--- src/rtl/ccu_pkg.sv ---
package ccu_pkg;
    // ---------------------------------------------------------------
    // widths and sizes
    // ---------------------------------------------------------------
    localparam int BYTE_W = 8;
    localparam int BUS_W = 9;
    localparam int PAR_POS = 8;
    localparam int CNT_W = 16;
    localparam int FIFO_W = 8;
    localparam int FIFO_D = 4;
    localparam logic [7:0] BYTE_ZERO = 8'h00;
    localparam logic [CNT_W-1:0] CNT_ZERO = 16'h0000;
    localparam logic [CNT_W-1:0] CNT_ONE = 16'h0001;

    // ---------------------------------------------------------------
    // pin groups
    // ---------------------------------------------------------------
    // channel to units; bus bit 7 is line 0 (msb), bit 8 parity
    typedef struct packed {
        logic [8:0] bus;
        logic addr_tag;
        logic command_tag;
        logic service_tag;
        logic hold_tag;
        logic select_chain;
        logic operational;
        logic suppress;
    } ccu_chan_out_t;

    // units to channel
    typedef struct packed {
        logic [8:0] bus;
        logic addr_tag;
        logic status_tag;
        logic service_tag;
        logic operational;
        logic select_return;
        logic request;
    } ccu_unit_in_t;

    // ---------------------------------------------------------------
    // sequencer states
    // ---------------------------------------------------------------
    typedef enum logic [3:0] {
        S_IDLE = 4'h0,
        S_SEL = 4'h1,
        S_UADR = 4'h2,
        S_CMD = 4'h3,
        S_IST = 4'h4,
        S_IST_DN = 4'h5,
        S_DATA = 4'h6,
        S_DTAG = 4'h7,
        S_STOP = 4'h8,
        S_END = 4'h9,
        S_END_DN = 4'hA,
        S_OFF = 4'hB,
        S_DE = 4'hC,
        S_DE_DN = 4'hD
    } ccu_state_t;
endpackage : ccu_pkg
--- src/rtl/ccu_channel.sv ---
`timescale 1ns/10ps
// How it works
// - byte on bus before its qualifying tag
// - command tag qualifies command, later proceed/stop
// - channel answers with service tag
// - hold tag always rises with select
// - nine-line buses, line 0 msb, odd parity
// - narrow characters low, unused lines zero
// - burst channel keeps select high throughout
// - initial selection: address, tags, unit answers
// - unit address answered by command tag
// - unit drops address tag, channel drops command
// - zero initial status, service tag handshake
// - after last byte, command tag means stop
// - ending status, drop select, then finished status
module ccu_channel (
    // clock and reset
    input wire logic clk,
    input wire logic reset,
    // user command port
    input wire logic start,
    input wire logic [7:0] dev_addr,
    input wire logic [7:0] command,
    input wire logic [ccu_pkg::CNT_W-1:0] byte_count,
    output logic busy,
    output logic done,
    output logic no_unit,
    output logic parity_err,
    output logic [7:0] unit_id,
    output logic [7:0] status_ce,
    output logic [7:0] status_de,
    // user write data
    input wire logic [ccu_pkg::FIFO_W-1:0] wr_data,
    input wire logic wr_valid,
    output logic wr_ready,
    // interface pins
    output ccu_pkg::ccu_chan_out_t chan_o,
    input wire ccu_pkg::ccu_unit_in_t unit_i
);
    import ccu_pkg::*;

    // ---------------------------------------------------------------
    // state record
    // ---------------------------------------------------------------
    // unit lines, outbound pins and sequencer share one record
    typedef struct packed {
        ccu_unit_in_t s1;
        ccu_unit_in_t s2;
        ccu_chan_out_t o;
        ccu_state_t state;
        logic [CNT_W-1:0] cnt;
        logic [7:0] ce;
        logic [7:0] de;
        logic [7:0] uid;
        logic perr;
        logic nounit;
        logic done;
    } ccu_st_t;

    ccu_st_t st_ff;
    ccu_st_t nxt_st;
    ccu_unit_in_t u;
    logic [FIFO_W-1:0] fifo_data;
    logic fifo_valid;
    logic take;

    // odd parity bit over one byte
    function automatic logic odd_par(input logic [7:0] b);
        odd_par = ~^b;
    endfunction : odd_par

    // nine-line bus word: parity on top, line 0 in bit 7
    function automatic logic [8:0] bus_word(input logic [7:0] b);
        bus_word = {odd_par(b), b};
    endfunction : bus_word

    // true when a received word fails the odd parity check
    function automatic logic bad_par(input logic [8:0] w);
        bad_par = (w[PAR_POS] != odd_par(w[7:0]));
    endfunction : bad_par

    // ---------------------------------------------------------------
    // write data buffer
    // ---------------------------------------------------------------
    // a user without data just stalls the unit's service request
    ccu_fifo #(
        .W(FIFO_W),
        .D(FIFO_D)
    ) u_fifo (
        .clk(clk),
        .reset(reset),
        .in_data(wr_data),
        .in_valid(wr_valid),
        .in_ready(wr_ready),
        .out_data(fifo_data),
        .out_valid(fifo_valid),
        .out_ready(take)
    );

    // synchronised view of the unit lines; s1 only feeds s2, everything else reads s2
    assign u = st_ff.s2;

    // a byte leaves the buffer when the unit asks and one is owed
    // the count check keeps back a byte that the stop answer would lose
    assign take = (st_ff.state == S_DATA) && u.service_tag
        && (st_ff.cnt != CNT_ZERO) && fifo_valid;

    // ---------------------------------------------------------------
    // outputs
    // ---------------------------------------------------------------
    // every pin comes straight from a flop, so no glitch reaches the cable
    assign chan_o = st_ff.o;
    assign busy = (st_ff.state != S_IDLE);
    assign done = st_ff.done;
    assign no_unit = st_ff.nounit;
    assign parity_err = st_ff.perr;
    assign unit_id = st_ff.uid;
    assign status_ce = st_ff.ce;
    assign status_de = st_ff.de;

    // ---------------------------------------------------------------
    // sequencer
    // ---------------------------------------------------------------
    // each wait looks for the opposite of the last level seen, so
    // the two-cycle sync lag can never double a handshake step
    always_comb begin
        nxt_st = st_ff;
        // two flops on every unit line; the cable is not on our clock
        nxt_st.s1 = unit_i;
        nxt_st.s2 = st_ff.s1;
        nxt_st.done = 1'b0;
        // operational held high, suppress never used here
        nxt_st.o.operational = 1'b1;
        nxt_st.o.suppress = 1'b0;
        case (st_ff.state)
            S_IDLE: begin
                // address goes out a clock before any tag rises
                if (start) begin
                    nxt_st.o.bus = bus_word(dev_addr);
                    nxt_st.cnt = byte_count;
                    nxt_st.perr = 1'b0;
                    nxt_st.nounit = 1'b0;
                    nxt_st.state = S_SEL;
                end
            end
            S_SEL: begin
                // address already on the bus one edge earlier
                // operational is only trusted once select has stood a cycle
                nxt_st.o.addr_tag = 1'b1;
                nxt_st.o.hold_tag = 1'b1;
                nxt_st.o.select_chain = 1'b1;
                if (st_ff.o.select_chain && u.operational) begin
                    nxt_st.o.addr_tag = 1'b0;
                    nxt_st.state = S_UADR;
                end else if (st_ff.o.select_chain && u.select_return) begin
                    // select ran round the loop: nobody took it
                    nxt_st.o.addr_tag = 1'b0;
                    nxt_st.o.hold_tag = 1'b0;
                    nxt_st.o.select_chain = 1'b0;
                    nxt_st.nounit = 1'b1;
                    nxt_st.done = 1'b1;
                    nxt_st.state = S_IDLE;
                end
            end
            S_UADR: begin
                // unit identity is only valid while its tag is up
                if (u.addr_tag) begin
                    nxt_st.uid = u.bus[7:0];
                    nxt_st.perr = st_ff.perr | bad_par(u.bus);
                    nxt_st.o.bus = bus_word(command);
                    nxt_st.state = S_CMD;
                end
            end
            S_CMD: begin
                // command byte already stands on the bus from the last step
                nxt_st.o.command_tag = 1'b1;
                if (st_ff.o.command_tag && !u.addr_tag) begin
                    nxt_st.o.command_tag = 1'b0;
                    nxt_st.state = S_IST;
                end
            end
            S_IST: begin
                // initial status byte is parity checked only, not judged
                if (u.status_tag) begin
                    nxt_st.perr = st_ff.perr | bad_par(u.bus);
                    nxt_st.o.service_tag = 1'b1;
                    nxt_st.state = S_IST_DN;
                end
            end
            S_IST_DN: begin
                // service stays up until the unit lets go of status
                if (!u.status_tag) begin
                    nxt_st.o.service_tag = 1'b0;
                    nxt_st.state = S_DATA;
                end
            end
            S_DATA: begin
                // select stays up for the whole burst
                // an empty buffer just leaves the unit's request waiting
                if (u.service_tag && (st_ff.cnt == CNT_ZERO)) begin
                    nxt_st.o.command_tag = 1'b1;
                    nxt_st.state = S_STOP;
                end else if (take) begin
                    nxt_st.o.bus = bus_word(fifo_data);
                    nxt_st.cnt = st_ff.cnt - CNT_ONE;
                    nxt_st.state = S_DTAG;
                end
            end
            S_DTAG: begin
                // byte went onto the bus the edge before this tag
                // tag comes down only after the unit has taken the byte
                nxt_st.o.service_tag = 1'b1;
                if (st_ff.o.service_tag && !u.service_tag) begin
                    nxt_st.o.service_tag = 1'b0;
                    nxt_st.state = S_DATA;
                end
            end
            S_STOP: begin
                // stop stands until the unit drops its service request
                if (!u.service_tag) begin
                    nxt_st.o.command_tag = 1'b0;
                    nxt_st.state = S_END;
                end
            end
            S_END: begin
                // hold and select stay up through the channel end status
                if (u.status_tag) begin
                    nxt_st.ce = u.bus[7:0];
                    nxt_st.perr = st_ff.perr | bad_par(u.bus);
                    nxt_st.o.service_tag = 1'b1;
                    nxt_st.state = S_END_DN;
                end
            end
            S_END_DN: begin
                if (!u.status_tag) begin
                    nxt_st.o.service_tag = 1'b0;
                    nxt_st.o.hold_tag = 1'b0;
                    nxt_st.o.select_chain = 1'b0;
                    // parked bus keeps odd parity: the later proceed tag
                    // qualifies whatever word stands here
                    nxt_st.o.bus = bus_word(BYTE_ZERO);
                    nxt_st.state = S_OFF;
                end
            end
            S_OFF: begin
                // unit leaves the selection; then it must ask again
                if (!u.operational) begin
                    nxt_st.state = S_DE;
                end
            end
            S_DE: begin
                // finished status comes in its own status sequence
                // no address exchange here; the unit is known already
                if (u.request) begin
                    nxt_st.o.hold_tag = 1'b1;
                    nxt_st.o.select_chain = 1'b1;
                end
                if (st_ff.o.select_chain && u.status_tag) begin
                    nxt_st.de = u.bus[7:0];
                    nxt_st.perr = st_ff.perr | bad_par(u.bus);
                    nxt_st.o.command_tag = 1'b1;
                    nxt_st.state = S_DE_DN;
                end
            end
            S_DE_DN: begin
                // proceed stands until the unit releases its status
                if (!u.status_tag) begin
                    nxt_st.o.command_tag = 1'b0;
                    nxt_st.o.hold_tag = 1'b0;
                    nxt_st.o.select_chain = 1'b0;
                    nxt_st.done = 1'b1;
                    nxt_st.state = S_IDLE;
                end
            end
            default: begin
                // unused codes fall back to idle rather than lock up
                nxt_st.state = S_IDLE;
            end
        endcase
    end

    // ---------------------------------------------------------------
    // state register
    // ---------------------------------------------------------------
    // operational reads low during reset, resetting attached units
    // one register for the whole record keeps all fields on one edge
    always_ff @(posedge clk) begin
        if (reset) begin
            st_ff <= '0;
        end else begin
            st_ff <= nxt_st;
        end
    end
endmodule : ccu_channel

--- src/rtl/ccu_fifo.sv ---
`timescale 1ns/10ps
module ccu_fifo #(
    parameter int W = 8,
    parameter int D = 4
) (
    // clock and reset
    input wire logic clk,
    input wire logic reset,
    // fill side
    input wire logic [W-1:0] in_data,
    input wire logic in_valid,
    output logic in_ready,
    // drain side
    output logic [W-1:0] out_data,
    output logic out_valid,
    input wire logic out_ready
);
    localparam int AW = $clog2(D);
    logic [W-1:0] mem_ff [D];
    logic [AW:0] wp_ff;
    logic [AW:0] rp_ff;
    logic full;
    logic empty;

    // extra pointer bit tells full from empty
    assign empty = (wp_ff == rp_ff);
    assign full = (wp_ff[AW] != rp_ff[AW]) && (wp_ff[AW-1:0] == rp_ff[AW-1:0]);
    assign in_ready = !full;
    assign out_valid = !empty;
    assign out_data = mem_ff[rp_ff[AW-1:0]];

    // pointers and storage
    always_ff @(posedge clk) begin
        if (reset) begin
            wp_ff <= '0;
            rp_ff <= '0;
        end else begin
            if (in_valid && !full) begin
                mem_ff[wp_ff[AW-1:0]] <= in_data;
                wp_ff <= wp_ff + 1'b1;
            end
            if (out_ready && !empty) begin
                rp_ff <= rp_ff + 1'b1;
            end
        end
    end
endmodule : ccu_fifo

--- config.mk ---
export PLATFORM = sky130hd
export DESIGN_NAME = ccu_channel
export DESIGN_NICKNAME = d
export VERILOG_FILES = /design/src/rtl/ccu_pkg.sv /design/src/rtl/ccu_channel.sv /design/src/rtl/ccu_fifo.sv
export SDC_FILE = /design/constraint.sdc
export NUM_CORES = 1
export LEC_CHECK = 0
export BUFFER_PORTS_ARGS = -buffer_cell sky130_fd_sc_hd__buf_2
export CAP_MARGIN = 20
export CORE_AREA = 2 2 113 115
export DETAILED_ROUTE_END_ITERATION = 10
export DIE_AREA = 0 0 115 117
export PLACE_DENSITY_LB_ADDON = 0.3
export SYNTH_ARGS = -nofsm -noshare
export SYNTH_HDL_FRONTEND = slang
export SYNTH_SLANG_ARGS = --single-unit
export TNS_END_PERCENT = 1
--- constraint.sdc ---
create_clock -name clk -period 2.1 [get_ports clk]
set_input_delay 0.315 -clock clk [delete_from_list [all_inputs] [get_ports clk]]
set_output_delay 0.315 -clock clk [all_outputs]
set_load 0.01 [all_outputs]
==> reports/metrics.csv, run 1 <==
stage,metric,value,unit
sta,Finish-stage setup viols,0,
global_route,vias in the first global route,4659,
sta,Hold Fails Final Rpt,0,
worst_setup_path,crit-path max FO,16,
global_route,first-pass GRT wire length,21.79,mm
floorplanning,Cell Rows,41,
worst_setup_path,kind of critical path,register to register,
clock_network,clock tree buffer depth,2,
floorplanning,I/O pin total,104,
worst_setup_path,CP required,2.38,ns
synthesis,Synth Register Bits,131,
synthesis,most frequent cell after synthesis,dfxtp_1,
global_route,gr ovfl total,0,
run,max-cap violation count,0,
worst_setup_path,CP endpoint kind,register,
global_route,total track usage,20.88,%
routing,drt via density,5.521,
layout,final net count,786,
sta,RSZ-0062 raised after global routing,true,
layout,Final Cell Area,7475,um2
placed_design,dpl ws,-0.08075,ns
layout,# fillers,1034,
synthesis,leading area contributor after synthesis,dfxtp_1,
synthesis,main flop type after synthesis,dfxtp_1,
sta,Worst Tran Pin Value,0.5141,ns
sta,post-route worst setup slack,0.005192,ns
worst_setup_path,r2r worst-path depth,9,
floorplanning,initial core utilization,50.12,%
synthesis,synth unique cells,61,
placed_design,Final HPWL DP,9.749,mm
synthesis,"Seq/Total Area, Yosys",47.69,%
sta,worst hold slack,0.1060,ns
floorplanning,width of the chip,115,um
sta,Layout Skew,0.006912,ns
layout,number of diodes,0,
status,status,"finished, final reports clean",
power,Lkg Pwr,3.116,nW
worst_setup_path,CP cell instances,inv_2 -> ha_1 -> or3b_4 -> nor4_4 -> nor2_4 -> o2111a_2 -> buf_12 -> nor2_2 -> a211oi_2,
floorplanning,Die Y,117,um
worst_hold_path,HP Class,primary input to register,
floorplanning,Core Area,12310,um2
sta,post-route minimum period,2.095,ns
global_route,gr busiest metal,met2,
worst_setup_path,critical-path cell with the highest stage delay,or3b_4,
synthesis,"top cells by area, synth","dfxtp_1, edfxtp_1, buf_4",
clock_network,hold buffer count at cts,0,
clock_network,"Clk Latency, worst-skew pair",0.41,ns
global_route,initial antenna violation count,0,
global_route,met2 Use GR,34.75,%
sta,fmax,477.4,MHz
routing,final WL,13.87,mm
clock_network,CTS sink count,131,
global_route,grt met3 use,5.407,%
power,PwrDens,1195,nW/um2
placed_design,Placer Congestion,0.8558,
sta,ratio of final minimum period to clock period,99.75,%
routing,initial DRC count,457,
worst_setup_path,startpoint class of the critical path,register,
worst_setup_path,r2r setup slk,0.005,ns
routing,wire per inst,15.70,um
synthesis,Avg Inst Size Synth,9.826,um2
clock_network,H-tree Lvls,4,
routing,drt drc,0,
synthesis,synthesis warning total,0,
sta,Slew headroom,65.63,%
layout,area grow syn2layout,21.13,%
synthesis,Synthesized Nets,694,
global_route,pin count of the biggest net entering global routing,97,
power,worst vdd ir,527.7,uV
placed_design,I/O Buffers,102,
synthesis,Post-Syn Instances,628,
routing,Post-DRT Antenna Nets,0,
worst_setup_path,Critical Path Max Stage Delay,0.38,ns
synthesis,"Cell Area, Synth",6171,um2
clock_network,TritonCTS clock tree,done,
synthesis,Synth top area share,32.12,%
layout,share of layout cells above drive strength 1,31.51,%
worst_setup_path,Critical Path AT,2.37,ns
routing,via count,4875,
power,Tot Pwr,8.929,mW
placed_design,cell total after placement,847,
floorplanning,die area,13460,um2
clock_network,TritonCTS Buffers,17,
clock_network,clock root buffer,clkbuf_16,
synthesis,share of synthesized registers carrying an async set or reset,0,%
placed_design,Post-Place Cell Area,6820,um2
worst_hold_path,Worst Hold Path Cells,2,
layout,final std cells w/o fill,883,
synthesis,Post-synth EDFFs,32,
global_route,Global Route met1 Usage,26.15,%
sta,fin. max-slew vios,0,
clock_network,clock slew at reported path FFs,0.06,ns
synthesis,Commonest cells post-synth,"dfxtp_1, nor2_1, nand2_1",
routing,number of detailed-route iterations in the first pass,6,
[through the flow]
| step | TNS, ns | utilization, % |
|---|---|---|
| floorplan | -0.7363 | - |
| detailed placement | -0.3717 | 55.40 |
| finish | 0 | 60.71 |
| global placement | -0.06251 | 55.40 |
| CTS | 0 | 59.97 |
| global route | -1.386 | 60.71 |
[cells by family (layout without fill, tap and decap cells)]
logic type               Yosys count  count (layout)  synth area share (%)
other                              1               1               0.06077
AO/OA/AOI/OAI                    120             120                 13.57
flip-flops                       131             131                 47.69
AND/OR/NAND/NOR                  218             218                 17.46
multiplexers                      29              29                 6.366
XOR/XNOR                          39              39                 5.535
buffers and inverters             83             188                 7.908
adder cells (fa/ha/maj)            7               7                 1.419
[final cells by class]
class / count / area (um2) / area share (%)
multi-input combinational: 414 / 2839 / 37.98
tap: 150 / 187.7 / 2.511
clock buffer: 18 / 429.2 / 5.742
clock inverter: 14 / 115.1 / 1.540
inverter: 8 / 30.03 / 0.4017
sequential: 131 / 2945 / 39.40
timing repair buffer: 148 / 928.4 / 12.42
[cell usage in the layout, fill, tap and decap left out, drive strengths merged, types with 2 or more instances in the layout]
master / netlist / final
clkinv: 0 / 8
a21oi: 37 / 37
o22ai: 2 / 2
xnor2: 32 / 32
nand3: 18 / 18
xor2: 7 / 7
ha: 7 / 7
a211oi: 13 / 13
and2: 4 / 4
nand4: 3 / 3
edfxtp: 32 / 32
a22oi: 4 / 4
o311ai: 2 / 2
nor2b: 38 / 38
buf: 47 / 148
a22o: 3 / 3
mux2: 2 / 2
mux2i: 19 / 19
clkbuf: 28 / 18
dfxtp: 99 / 99
nand2b: 7 / 7
o41ai: 3 / 3
nor3: 9 / 9
and3: 2 / 2
a222oi: 8 / 8
mux4: 8 / 8
nand3b: 2 / 2
a2bb2oi: 4 / 4
nor2: 70 / 70
clkinvlp: 0 / 4
inv: 8 / 9
o21ai: 21 / 21
nor3b: 2 / 2
or4: 5 / 5
nand2: 49 / 49
nor4: 6 / 6
a311oi: 2 / 2
a31oi: 8 / 8
[report_power, final]
| group | leakage, nW | switching (mW) | internal, mW |
|---|---|---|---|
| logic | 1.75 | 1.76 | 1.45 |
| registers | 1.10 | 0.193 | 2.84 |
| clock network | 0.259 | 1.07 | 1.61 |
[final timing paths]
check	from	end
setup reg to reg	st_ff[27]	chan_o[10]
setup / recovery	st_ff[27]	chan_o[10]
hold reg to reg	nxt_st[75]	st_ff[75]
hold / removal	unit_i[11]	nxt_st[74]
[what timing repair did]
| action | CTS | global route |
|---|---|---|
| pin swaps | 2 | 10 |
| cloned | 0 | 2 |
| gates resized for setup | 8 | 24 |
| buffers inserted | 0 | 2 |
| endpoints found under the setup margin | 14 | 67 |
[sequential cells by signal, indices dropped and copies added (netlist names), named ones only]
name           cells
chan_o            14
done               1
no_unit            1
nxt_st            15
parity_err         1
st_ff             35
status_ce          8
status_de          8
u_fifo.mem_ff     32
u_fifo.rp_ff       3
u_fifo.wp_ff       3
unit_id            8
[layer usage]
metal / vias up / share of wire [%]
met4: 0 / 1.4
met1: 2332 / 43
met3: 18 / 5.6
met5: - / 0
met2: 163 / 50
li1: 2362 / -
[worst max-delay path: cells and delay by family (launching register included)]
family                   cells  cell delay (ns)
buffers and inverters        2             0.22
AO/OA/AOI/OAI                2             0.34
adder cells (fa/ha/maj)      1             0.12
flip-flops                   1             0.33
AND/OR/NAND/NOR              4             0.93
No activity file was read; power rests on OpenSTA's default activity.
==> run 2, diff against run 1 <==
--- a/config.mk
+++ b/config.mk
@@ -7,9 +7,9 @@
 export LEC_CHECK = 0
 export BUFFER_PORTS_ARGS = -buffer_cell sky130_fd_sc_hd__buf_2
 export CAP_MARGIN = 20
-export CORE_AREA = 2 2 113 115
+export CORE_AREA = 2 2 87 151
 export DETAILED_ROUTE_END_ITERATION = 10
-export DIE_AREA = 0 0 115 117
+export DIE_AREA = 0 0 89 153
 export PLACE_DENSITY_LB_ADDON = 0.3
 export SYNTH_ARGS = -nofsm -noshare
 export SYNTH_HDL_FRONTEND = slang
==> run 2 against run 1 <==
  * The flow now finishes with violations (setup timing)
  * Setup slack got worse by 0.069 ns
  * Clock skew increased by 0.0022 ns
  * Sequential power about the same
  * Cell area increased by 3.5%
  * Highest routed layer unchanged
==> reports/metrics.csv, run 2 (same netlist as run 1, synthesis figures left out) <==
stage,metric,value,unit,change
status,status,finished with violations,,
status,failing checks,setup timing,,
sta,worst hold slack,0.09907,ns,-0.006955 ns
power,switching portion of total power,35.16,%,+1.3 points
worst_setup_path,CP required,2.44,ns,+0.06 ns
placed_design,Final HPWL DP,10.97,mm,+12%
floorplanning,initial core utilization,49.64,%,-0.48 points
floorplanning,width of the chip,89,um,-23%
placed_design,Post-Place Cell Area,6928,um2,+1.6%
power,PwrDens,1236,nW/um2,+3.5%
routing,final WL,15.55,mm,+12%
worst_setup_path,Top delay family on crit path,simple AND/OR/NAND/NOR gates,,
routing,number of detailed-route iterations in the first pass,5,,-1
floorplanning,I/O pin total,104,,unchanged
routing,drt drc,0,,unchanged
clock_network,TritonCTS Buffers,17,,unchanged
global_route,pin count of the biggest net entering global routing,97,,unchanged
global_route,gr ovfl total,0,,unchanged
layout,number of diodes,0,,unchanged
placed_design,I/O Buffers,102,,unchanged
sta,ratio of final minimum period to clock period,103.0,%,+3.3 points
power,clock share of power,31.1,%,+1.0 points
power,Tot Pwr,9.561,mW,+7.1%
sta,Setup TNS,-0.5203,ns,-0.5203 ns
power,Seq pwr share,32.0,%,-2.0 points
clock_network,H-tree Lvls,4,,unchanged
layout,area grow syn2layout,25.32,%,
clock_network,"Clk Latency, worst-skew pair",0.42,ns,about the same
floorplanning,die area,13620,um2,+1.2%
worst_setup_path,CP endpoint kind,register,,
global_route,vias in the first global route,5163,,+11%
layout,Reg with most FFs,st_ff,,
worst_setup_path,Worst R2R Start,st_ff[27],,
worst_setup_path,Critical Path AT,2.51,ns,+0.14 ns
run,max-cap violation count,0,,unchanged
routing,drt via density,5.508,,-0.24%
layout,share of layout cells above drive strength 1,33.33,%,+1.8 points
worst_setup_path,r2r setup slk,-0.06,ns,-0.07 ns
worst_setup_path,critical-path cell with the highest stage delay,or3b_4,,
routing,via count,5023,,+3.0%
sta,Worst Tran Pin Value,0.5512,ns,+0.03708 ns
clock_network,hold buffer count at cts,0,,unchanged
sta,Finish-stage setup viols,14,,+14
worst_setup_path,crit-path max FO,8,,-8
worst_setup_path,Critical Path Max Stage Delay,0.39,ns,about the same
global_route,initial antenna violation count,0,,unchanged
placed_design,Placer Congestion,0.9576,,+12%
clock_network,clock tree buffer depth,2,,unchanged
sta,RSZ-0062 raised after global routing,true,,
global_route,total track usage,23.45,%,+2.6 points
worst_setup_path,kind of critical path,register to register,,
floorplanning,Core Area,12430,um2,+0.98%
clock_network,postcts setup bufs,0,,unchanged
layout,max reg flops,35,,unchanged
worst_setup_path,CP cell instances,inv_2 -> ha_1 -> or3b_4 -> nor4_4 -> nor2_4 -> o2111a_2 -> clkbuf_16 -> a211oi_2,,
worst_setup_path,startpoint class of the critical path,register,,
power,Lkg Pwr,3.221,nW,+3.4%
sta,Slew headroom,63.14,%,-2.5 points
worst_hold_path,worst hold endpoint,u_fifo.mem_ff[3][1],,
worst_setup_path,RR Endpoint,chan_o[8],,
clock_network,clock slew at reported path FFs,0.06,ns,about the same
worst_hold_path,Worst Hold Path Cells,1,,-1
power,Gate power share,36.9,%,+1.0 points
power,worst vdd ir,887.8,uV,+68%
worst_setup_path,"Buf+Inv Stages, Crit Path",2,,unchanged
clock_network,TritonCTS clock tree,done,,
sta,post-route worst setup slack,-0.06392,ns,-0.06912 ns
floorplanning,Die Y,153,um,+31%
sta,fmax,462.1,MHz,-3.2%
sta,fin. max-slew vios,0,,unchanged
sta,Layout Skew,0.009137,ns,+0.002225 ns
worst_hold_path,HP Class,primary input to register,,
worst_setup_path,r2r worst-path depth,8,,-1
floorplanning,Cell Rows,54,,+32%
global_route,first-pass GRT wire length,24.84,mm,+14%
routing,wire per inst,17.05,um,+8.6%
layout,Final Cell Area,7734,um2,+3.5%
worst_hold_path,hold_sp,wr_data[1],,
routing,initial DRC count,379,,-17%
clock_network,clock root buffer,clkbuf_16,,
power,Cell Int Power,6.199,mW,+5.0%
layout,"most common cell after layout, fill and taps aside",buf_2,,
clock_network,CTS sink count,131,,unchanged
sta,post-route minimum period,2.164,ns,+0.06912 ns
layout,final net count,797,,+1.4%
routing,Post-DRT Antenna Nets,0,,unchanged
layout,most frequent cells in the layout,"buf_2, dfxtp_1, nor2_1",,
sta,Hold Fails Final Rpt,0,,unchanged
power,Switch Pwr,3.362,mW,+11%
[run 2: cell count changes in the layout (fill, tap and decap cells not counted), moves of 3 or more]
cell | previous run | this run
clkinv_4 | 2 | 7
clkinv_2 | 5 | 0
o21ai_0 | 19 | 16
a2bb2oi_2 | 0 | 3
nor2_4 | 5 | 10
and2_1 | 0 | 4
and2_2 | 4 | 0
a2bb2oi_1 | 4 | 1
clkinvlp_4 | 4 | 0
nor2_2 | 6 | 2
buf_4 | 40 | 48
[run 2: power by group through the flow]
| stage | clock network (mW) | logic (mW) | registers, mW |
|---|---|---|---|
| 2_1_floorplan | 0 | 2.16 | 3.03 |
| 3_3_place_gp | 0 | 2.99 | 3.07 |
| 3_5_place_dp | 0 | 3.08 | 3.08 |
| 4_1_cts | 3.01 | 3.17 | 3.04 |
| 5_1_grt | 3.13 | 3.79 | 3.09 |
| 6_report | 2.97 | 3.53 | 3.06 |
[run 2: final cells by class]
type	instances	area, um2
sequential	131	2947
inverter	8	30.03
fill	1028	4698
clock buffer	19	464.2
tap	168	210.2
clock inverter	13	140.1
timing repair buffer	159	1021
multi-input combinational	414	2922
[run 2: metal layers]
layer	share of wire, %	wire length (um)	up-vias	track usage [%]
met5	0	0	-	0
met4	3.6	552	0	10.80
met3	3.7	578	50	5.292
met2	56	8678	163	43.07
met1	37	5739	2421	24.20
li1	-	-	2389	-
[run 2: repair_timing]
action	CTS	global route
pin swaps	2	14
gates resized for setup	11	34
gates cloned	1	1
endpoints found under the setup margin	24	29
[run 2: worst max-delay path by stage]
stage / from / endpoint / cells after the start
2_1_floorplan: st_ff[27] / chan_o[12] / 10
3_3_place_gp: st_ff[28] / chan_o[7] / 9
3_5_place_dp: st_ff[28] / st_ff[42] / 9
4_1_cts: st_ff[28] / st_ff[28] / 9
5_1_grt: st_ff[27] / st_ff[30] / 9
6_report: st_ff[27] / chan_o[8] / 8
[run 2: through the flow]
| step | std cells | setup slack [ns] | util [%] |
|---|---|---|---|
| after detailed placement | 878 | -0.07057 | 55.73 |
| after CTS | 911 | -0.03366 | 60.81 |
| after floorplan | 628 | -0.09661 | - |
| after global placement | 878 | -0.01477 | 55.73 |
| after global routing | 912 | -0.1390 | 62.21 |
| final | 912 | -0.06392 | 62.21 |
